### config.mk
export PLATFORM = sky130hd
export DESIGN_NAME = wdt_top
export DESIGN_NICKNAME = d
export VERILOG_FILES = /design/src/rtl/wdt_pkg.sv /design/src/rtl/wdt_ahb_slave.sv /design/src/rtl/wdt_counter.sv /design/src/rtl/wdt_top.sv
export SDC_FILE = /design/constraint.sdc
export NUM_CORES = 1
export LEC_CHECK = 0
export ABC_CLOCK_PERIOD_IN_PS = 5000
export BUFFER_PORTS_ARGS = -buffer_cell sky130_fd_sc_hd__buf_2
export CAP_MARGIN = 20
export CORE_MARGIN = 2
export CORE_UTILIZATION = 40
export CTS_BUF_LIST = sky130_fd_sc_hd__clkbuf_16
export DETAILED_ROUTE_END_ITERATION = 10
export GPL_ROUTABILITY_DRIVEN = 0
export HOLD_SLACK_MARGIN = 0.02
export SYNTH_ARGS = -nofsm -noshare
export SYNTH_HDL_FRONTEND = slang
export SYNTH_SLANG_ARGS = --single-unit
export TNS_END_PERCENT = 5
### constraint.sdc
create_clock -name CLK_I -period 5 [get_ports CLK_I]
set_clock_uncertainty 0.2 [all_clocks]
set_input_delay 1 -clock CLK_I [delete_from_list [all_inputs] [get_ports CLK_I]]
set_output_delay 1 -clock CLK_I [all_outputs]
set_load 0.1 [all_outputs]
### src/rtl/wdt_pkg.sv
/*
  Package for the watchdog block: register offsets, field positions,
  reset values, the unlock key and the bus/status carriers.
  Assumes a 32-bit AHB-Lite register bus and a single system clock.
*/
package wdt_pkg;

  // ----------------------------------------------------------------
  // register offsets (byte addresses)
  // ----------------------------------------------------------------
  localparam logic [7:0] OFF_RELOAD  = 8'h00;
  localparam logic [7:0] OFF_VALUE   = 8'h04;
  localparam logic [7:0] OFF_CTRL    = 8'h08;
  localparam logic [7:0] OFF_ICLR    = 8'h0c;
  localparam logic [7:0] OFF_RIS     = 8'h10;
  localparam logic [7:0] OFF_MIS     = 8'h14;
  localparam logic [7:0] OFF_IMASK   = 8'h18;
  localparam logic [7:0] OFF_LOCK    = 8'h1c;
  localparam logic [7:0] OFF_STATUS  = 8'h20;

  // ----------------------------------------------------------------
  // field positions
  // ----------------------------------------------------------------
  localparam int CTRL_EN_BIT     = 0;
  localparam int CTRL_RESEN_BIT  = 1;
  localparam int CTRL_STALL_BIT  = 2;
  localparam int STAT_RUN_BIT    = 0;
  localparam int STAT_LOCK_BIT   = 1;
  localparam int INT_TMO_BIT     = 0;

  // ----------------------------------------------------------------
  // reset values and key
  // ----------------------------------------------------------------
  localparam logic [31:0] RELOAD_RST = 32'hffffffff;
  localparam logic [2:0]  CTRL_RST   = 3'h0;
  localparam logic        IMASK_RST  = 1'h0;
  localparam logic        LOCK_RST   = 1'h0;
  localparam logic [31:0] UNLOCK_KEY = 32'h1acce551;

  localparam logic [1:0] HTRANS_NONSEQ = 2'h2;

  typedef struct packed {
    logic        wr;
    logic        rd;
    logic [7:0]  addr;
    logic [31:0] wdata;
  } reg_req_t;

  typedef struct packed {
    logic        run;
    logic        locked;
  } wdt_stat_t;

endpackage

### src/rtl/wdt_ahb_slave.sv
/*
  AHB-Lite slave front end: captures the address phase and presents a
  one-cycle register request in the data phase; zero wait states.
  Assumes a single master and whole-word transfers.
*/
`timescale 1ns/1ps
`default_nettype none
module wdt_ahb_slave
  import wdt_pkg::*;
(
  input  wire logic        clk_i,
  input  wire logic        rst_n_i,
  input  wire logic        hsel_i,
  input  wire logic [31:0] haddr_i,
  input  wire logic [1:0]  htrans_i,
  input  wire logic        hwrite_i,
  input  wire logic        hready_i,
  input  wire logic [31:0] hwdata_i,
  output reg_req_t         req_o
);

  logic       wr_ph;
  logic       rd_ph;
  logic [7:0] addr_ph;
  logic       next_wr_ph;
  logic       next_rd_ph;
  logic [7:0] next_addr_ph;

  // ----------------------------------------------------------------
  // address phase capture
  // ----------------------------------------------------------------
  always_comb begin
    next_wr_ph   = 1'b0;
    next_rd_ph   = 1'b0;
    next_addr_ph = addr_ph;
    if (hsel_i && hready_i && htrans_i[1]) begin
      next_wr_ph   = hwrite_i;
      next_rd_ph   = ~hwrite_i;
      next_addr_ph = haddr_i[7:0];
    end
  end

  always_ff @(posedge clk_i) begin
    if (!rst_n_i) begin
      wr_ph   <= 1'b0;
      rd_ph   <= 1'b0;
      addr_ph <= 8'h00;
    end else begin
      wr_ph   <= next_wr_ph;
      rd_ph   <= next_rd_ph;
      addr_ph <= next_addr_ph;
    end
  end

  assign req_o.wr    = wr_ph;
  assign req_o.rd    = rd_ph;
  assign req_o.addr  = addr_ph;
  assign req_o.wdata = hwdata_i;

endmodule
`default_nettype wire

### src/rtl/wdt_counter.sv
/*
  Watchdog down-counter: decrements while running and not stalled,
  reloads on load request or on reaching zero, flags each timeout.
  Assumes load and stall inputs synchronous to the clock.
*/
`timescale 1ns/1ps
`default_nettype none
module wdt_counter #(
  parameter int WIDTH = 32
) (
  input  wire logic             clk_i,
  input  wire logic             rst_n_i,
  input  wire logic             run_i,
  input  wire logic             freeze_i,
  input  wire logic             load_i,
  input  wire logic [WIDTH-1:0] load_val_i,
  output logic [WIDTH-1:0]      count_o,
  output logic                  timeout_o
);

  logic [WIDTH-1:0] count;
  logic [WIDTH-1:0] next_count;
  logic             tmo;
  logic             next_tmo;

  // ----------------------------------------------------------------
  // count and timeout
  // ----------------------------------------------------------------
  always_comb begin
    next_count = count;
    next_tmo   = 1'b0;
    if (load_i) begin
      next_count = load_val_i;
      next_tmo   = run_i && (load_val_i == '0);
    end else if (run_i && !freeze_i) begin
      if (count == '0) begin
        next_count = load_val_i;
      end else begin
        next_count = count - 1'b1;
        next_tmo   = (count == {{(WIDTH-1){1'b0}}, 1'b1});
      end
    end
  end

  always_ff @(posedge clk_i) begin
    if (!rst_n_i) begin
      count <= '1;
      tmo   <= 1'b0;
    end else begin
      count <= next_count;
      tmo   <= next_tmo;
    end
  end

  assign count_o   = count;
  assign timeout_o = tmo;

endmodule
`default_nettype wire

### src/rtl/wdt_top.sv
/*
  Watchdog timer with interrupt on first timeout, optional processor
  reset on second, debug stall and a keyed write lock.
  Assumes AHB-Lite register access and a halted flag from debug logic.
*/
`timescale 1ns/1ps
`default_nettype none
module wdt_top
  import wdt_pkg::*;
#(
  parameter int WIDTH = 32
) (
  input  wire logic        CLK_I,
  input  wire logic        RST_N_I,
  input  wire logic        HSEL_I,
  input  wire logic [31:0] HADDR_I,
  input  wire logic [1:0]  HTRANS_I,
  input  wire logic        HWRITE_I,
  input  wire logic [2:0]  HSIZE_I,
  input  wire logic        HREADY_I,
  input  wire logic [31:0] HWDATA_I,
  input  wire logic        DBG_HALT_I,
  output logic [31:0]      HRDATA_O,
  output logic             HREADYOUT_O,
  output logic             HRESP_O,
  output logic             IRQ_O,
  output logic             CPU_RESET_O
);

  reg_req_t         req;
  logic [WIDTH-1:0] count;
  logic             tmo;

  logic [WIDTH-1:0] reload;
  logic [2:0]       ctrl;
  logic             raw;
  logic             imask;
  logic             locked;
  logic             rst_out;
  logic             irq;
  logic [31:0]      rdata;
  logic             load_req;

  logic [WIDTH-1:0] next_reload;
  logic [2:0]       next_ctrl;
  logic             next_raw;
  logic             next_imask;
  logic             next_locked;
  logic             next_rst_out;
  logic             next_irq;
  logic [31:0]      next_rdata;
  logic             next_load_req;

  wdt_stat_t        stat;
  logic             cfg_wr;

  // ----------------------------------------------------------------
  // bus front end and counter
  // ----------------------------------------------------------------
  wdt_ahb_slave u_bus (
    .clk_i    (CLK_I),
    .rst_n_i  (RST_N_I),
    .hsel_i   (HSEL_I),
    .haddr_i  (HADDR_I),
    .htrans_i (HTRANS_I),
    .hwrite_i (HWRITE_I),
    .hready_i (HREADY_I),
    .hwdata_i (HWDATA_I),
    .req_o    (req)
  );

  wdt_counter #(
    .WIDTH (WIDTH)
  ) u_cnt (
    .clk_i      (CLK_I),
    .rst_n_i    (RST_N_I),
    .run_i      (ctrl[CTRL_EN_BIT]),
    .freeze_i   (ctrl[CTRL_STALL_BIT] && DBG_HALT_I),
    .load_i     (load_req),
    .load_val_i (reload),
    .count_o    (count),
    .timeout_o  (tmo)
  );

  assign stat.run    = ctrl[CTRL_EN_BIT];
  assign stat.locked = locked;
  assign cfg_wr      = req.wr && !locked;

  // ----------------------------------------------------------------
  // register writes, interrupt and reset
  // ----------------------------------------------------------------
  always_comb begin
    next_reload   = reload;
    next_ctrl     = ctrl;
    next_raw      = raw;
    next_imask    = imask;
    next_locked   = locked;
    next_rst_out  = 1'b0;
    next_load_req = 1'b0;
    if (cfg_wr) begin
      if (req.addr == OFF_RELOAD) begin
        next_reload   = req.wdata[WIDTH-1:0];
        next_load_req = ctrl[CTRL_EN_BIT];
      end else if (req.addr == OFF_CTRL) begin
        // enable is sticky once set, as in a usual watchdog
        next_ctrl[CTRL_EN_BIT]    = ctrl[CTRL_EN_BIT] | req.wdata[CTRL_EN_BIT];
        next_ctrl[CTRL_RESEN_BIT] = req.wdata[CTRL_RESEN_BIT];
        next_ctrl[CTRL_STALL_BIT] = req.wdata[CTRL_STALL_BIT];
        if (req.wdata[CTRL_EN_BIT] && !ctrl[CTRL_EN_BIT]) begin
          next_load_req = 1'b1;
        end
      end else if (req.addr == OFF_ICLR) begin
        if (req.wdata[INT_TMO_BIT]) begin
          next_raw = 1'b0;
        end
      end else if (req.addr == OFF_IMASK) begin
        next_imask = req.wdata[INT_TMO_BIT];
      end
    end
    if (req.wr && req.addr == OFF_LOCK) begin
      next_locked = (req.wdata != UNLOCK_KEY);
    end
    if (tmo) begin
      if (raw && ctrl[CTRL_RESEN_BIT]) begin
        next_rst_out = 1'b1;
      end
      next_raw = 1'b1;
    end
    next_irq = next_raw && next_imask;
  end

  // ----------------------------------------------------------------
  // read mux
  // ----------------------------------------------------------------
  always_comb begin
    next_rdata = 32'h00000000;
    if (HSEL_I && HREADY_I && HTRANS_I[1] && !HWRITE_I) begin
      if (HADDR_I[7:0] == OFF_RELOAD) begin
        next_rdata[WIDTH-1:0] = reload;
      end else if (HADDR_I[7:0] == OFF_VALUE) begin
        next_rdata[WIDTH-1:0] = count;
      end else if (HADDR_I[7:0] == OFF_CTRL) begin
        next_rdata[2:0] = ctrl;
      end else if (HADDR_I[7:0] == OFF_RIS) begin
        next_rdata[INT_TMO_BIT] = raw;
      end else if (HADDR_I[7:0] == OFF_MIS) begin
        next_rdata[INT_TMO_BIT] = raw && imask;
      end else if (HADDR_I[7:0] == OFF_IMASK) begin
        next_rdata[INT_TMO_BIT] = imask;
      end else if (HADDR_I[7:0] == OFF_LOCK) begin
        next_rdata[0] = stat.locked;
      end else if (HADDR_I[7:0] == OFF_STATUS) begin
        next_rdata[STAT_RUN_BIT]  = stat.run;
        next_rdata[STAT_LOCK_BIT] = stat.locked;
      end
    end else begin
      next_rdata = rdata;
    end
  end

  always_ff @(posedge CLK_I) begin
    if (!RST_N_I) begin
      reload   <= RELOAD_RST[WIDTH-1:0];
      ctrl     <= CTRL_RST;
      raw      <= 1'b0;
      imask    <= IMASK_RST;
      locked   <= LOCK_RST;
      rst_out  <= 1'b0;
      irq      <= 1'b0;
      rdata    <= 32'h00000000;
      load_req <= 1'b0;
    end else begin
      reload   <= next_reload;
      ctrl     <= next_ctrl;
      raw      <= next_raw;
      imask    <= next_imask;
      locked   <= next_locked;
      rst_out  <= next_rst_out;
      irq      <= next_irq;
      rdata    <= next_rdata;
      load_req <= next_load_req;
    end
  end

  assign HRDATA_O    = rdata;
  assign HREADYOUT_O = 1'b1;
  assign HRESP_O     = 1'b0;
  assign IRQ_O       = irq;
  assign CPU_RESET_O = rst_out;

endmodule
`default_nettype wire

==> impl_metrics.yaml <==
place:
  dpl_cell_area_um2: 6320
  port_buffers: 80
  placedCellCount: 940
  hpwl_um: 12600
critical_path:
  reg2reg_depth: 6
  start_kind: "flip-flop"
  cpPeakStageDelay_ns: 0.73
  r2r_start: "u_cnt.count_o[17]"
  cp_cell_sequence: "or4_4 > or4_4 > o41ai_4 > buf_4 > o31ai_1 > a211o_1"
  critical-path-slowest-cell: "o41ai_4"
  required_ns: 5.11
  setup.worst_path.end_class: "flip-flop"
  rr_endpoint: "u_cnt.count_o[6]"
  crit_type: "flip-flop to flip-flop"
  crit_top_cell: "or4_4"
  worst_ep_arrival_time_ns: 3.48
  r2r_slack_ns: 1.64
  critPathCapture: "u_cnt.count_o[6]"
  crit_start: "u_cnt.count_o[17]"
  critPathMaxFanout: 16
global_route:
  grt_pass1_wl_um: 29600
  antenna_found_initial: 0
  grt-ovfl-total: 0
  grt_pass1_vias: 5653
  grt_start_max_net_pins: 60
  grt_usage: 0.238
drt:
  wl_met1_um: 8270
  dr.max_layer_used: "met4"
  via_per_inst: 6.16
  num_vias: 5991
  wl_met3_um: 1350
  wirelength_um: 18500
  wl_per_cell_um: 19.1
  dr_wl_met2_um: 8490
  drt.antenna.violating_nets: 0
  drt_pass1_iterations: 7
  drc: 0
  drt_iter0_markers: 448
flow_run:
  cap_violations: 0
cells_and_area:
  final_cells: 972
  nets: 854
  num-fill-cells: 1417
  seqCellArea_um2: 2300
  multi_input_area_um2: 3230
  final_area_um2: 6880
  syn_to_final_growth_pct: 18.4
  drive_above_1_share: 0.185
  antenna_cells: 0
min_path:
  whs_path_depth: 2
  hp-class: "flip-flop to flip-flop"
pwr:
  combPwrFrac: 0.078
  pwr-share-clk: 0.498
  internal-power_mw: 1.69
  p_leak_nw: 2.68
  power_mw: 2.24
  p_switching_mw: 0.559
  peakVddDrop_uv: 201
  switching_share: 0.249
  power_density_nw_per_um2: 326
  power_frac_seq: 0.424
clocking:
  clkTransAtPathRegs_ns: 0.05
  cts_resized: 0
  cts_root_buf: "clkbuf_16"
  postCtsHoldBufs: 0
  clock_path_buffers: 2
  cts_num_sinks: 115
  cts_tree: "yes"
  cts_buffers: 17
  htree_levels: 4
  post-cts-setup-buffers: 0
  insertion_delay_ns: 0.43
sta:
  rsz0062_at_grt: "no"
  hold_viol: 0
  fin_setup_tns_ns: 0
  fin_crit_ns: 3.36
  relSlewSlack: 0.480
  worst_pin_slew_ns: 0.777
  setup_viol: 0
  period_share: 0.673
  drv_slew: 0
  max_freq_ghz: 0.297
synthesis:
  synth_top_area_cell: "dfxtp_1"
  netlist_instances: 717
  ys_ff_latch: 115
  syn-num-nets: 794
  synth_edf_count: 0
  ys_async_sr_fraction: 0
  syn_avg_cell_area_um2: 8.10
  ys_seq_area_frac: 0.396
  ys.flop_type: "dfxtp_1"
  synth_top_area_share: 0.396
  synth.distinct_cells: 75
  yosys-top-cells-area: "dfxtp_1 (40%), nand2_1 (6.9%), nor3_1 (5.0%), a221oi_1 (4.8%), nand3_1 (4.7%)"
  synthesis.area_um2: 5810
  yosys_warnings: 0
floorplanning:
  start_util: 0.404
  io_pins: 111
  die_area_um2: 15500
  fp.dieH_um: 125
  die_w_um: 125
  coreArea_um2: 14400
  row_count: 44
run_status:
  outcome: "finished, final reports clean"
metal layers:
layer | GRT usage | vias to the layer above
met2 | 0.372 | 240
li1 | - | 2823
met3 | 0.0520 | 40
met5 | 0 | -
met4 | 0.102 | 0
met1 | 0.317 | 2888
cells by family after synthesis:
group,after synthesis,share of synthesized area
xor+xnor,1,0.00151
simple gates,389,0.346
other cells,2,0.00129
compound gates,134,0.187
fa+ha+maj,2,0.00431
mux,7,0.0125
buf+inv,67,0.0515
flops,115,0.396
metrics by stage:
step	util	worst slack (ns)	hold slack [ns]
2_1_floorplan	-	2.10	0.236
3_3_place_gp	0.440	1.42	0.245
3_5_place_dp	0.440	1.34	0.255
4_1_cts	0.476	1.64	0.261
5_1_grt	0.479	1.51	0.286
6_report	0.479	1.64	0.258
worst min path at each step:
stage,start,end,slack [ns]
after floorplan,u_bus.addr_ph[7],u_bus.addr_ph[7],0.24
after global placement,u_bus.addr_ph[6],u_bus.addr_ph[6],0.24
after detailed placement,u_bus.addr_ph[5],u_bus.addr_ph[5],0.25
after CTS,u_bus.addr_ph[5],u_bus.addr_ph[5],0.26
after global routing,u_bus.addr_ph[7],u_bus.addr_ph[7],0.29
final,u_bus.addr_ph[5],u_bus.addr_ph[5],0.26
cell type report:
cell class,instances,area share
clock inverters,13,0.0153
inverters,10,0.00546
multi-input cells,535,0.469
well taps,184,0.0335
clock buffers,17,0.0619
flip-flops and latches,115,0.335
repair buffers,98,0.0801
power groups by stage:
| stage | combinational, mW | sequential [mW] | clock [mW] |
|---|---|---|---|
| final | 0.175 | 0.952 | 1.12 |
| after global routing | 0.187 | 0.953 | 1.18 |
| after CTS | 0.174 | 0.951 | 1.13 |
| after detailed placement | 0.174 | 0.970 | 0 |
| after global placement | 0.171 | 0.969 | 0 |
| after floorplan | 0.0677 | 1.02 | 0 |
critical path, delay by kind of cell, from the launching register on:
kind	cells	cell delay (ns)
AND/OR/NAND/NOR	2	1.18
AO/OA/AOI/OAI	3	1.11
flip-flops	1	0.40
buffers and inverters	1	0.35
layout by cell type (no fill, tap or decap), drive strengths merged, types with 13 or more instances in the layout:
master	n
dfxtp	115
nand2	107
buf	98
nor3	58
nor2	56
nand3	54
a221oi	32
nor4	24
a21oi	23
nand4	17
clkbuf	17
or3	14
inv	13
synth_stat cells, types with 6 or more instances:
library cell / count
a21oi_1: 23
o311a_1: 6
o31ai_1: 6
nor4_1: 22
o21ai_0: 8
nand4_1: 17
clkbuf_1: 47
a221oi_1: 32
dfxtp_1: 115
o211ai_1: 7
nor3_1: 58
nor2_1: 56
nor4b_1: 9
nand3_1: 54
inv_1: 10
nand2_1: 107
or3_1: 12
and3_1: 7
state kept, by name (all words and copies together), names as in the netlist:
register         count
u_bus.addr_ph        8
load_req             1
CPU_RESET_O          1
HRDATA_O            32
u_cnt.timeout_o      1
reload              32
u_bus.wr_ph          1
IRQ_O                1
imask                1
raw                  1
u_cnt.count_o       32
locked               1
ctrl                 3
Power figures use the tool's default switching activity.
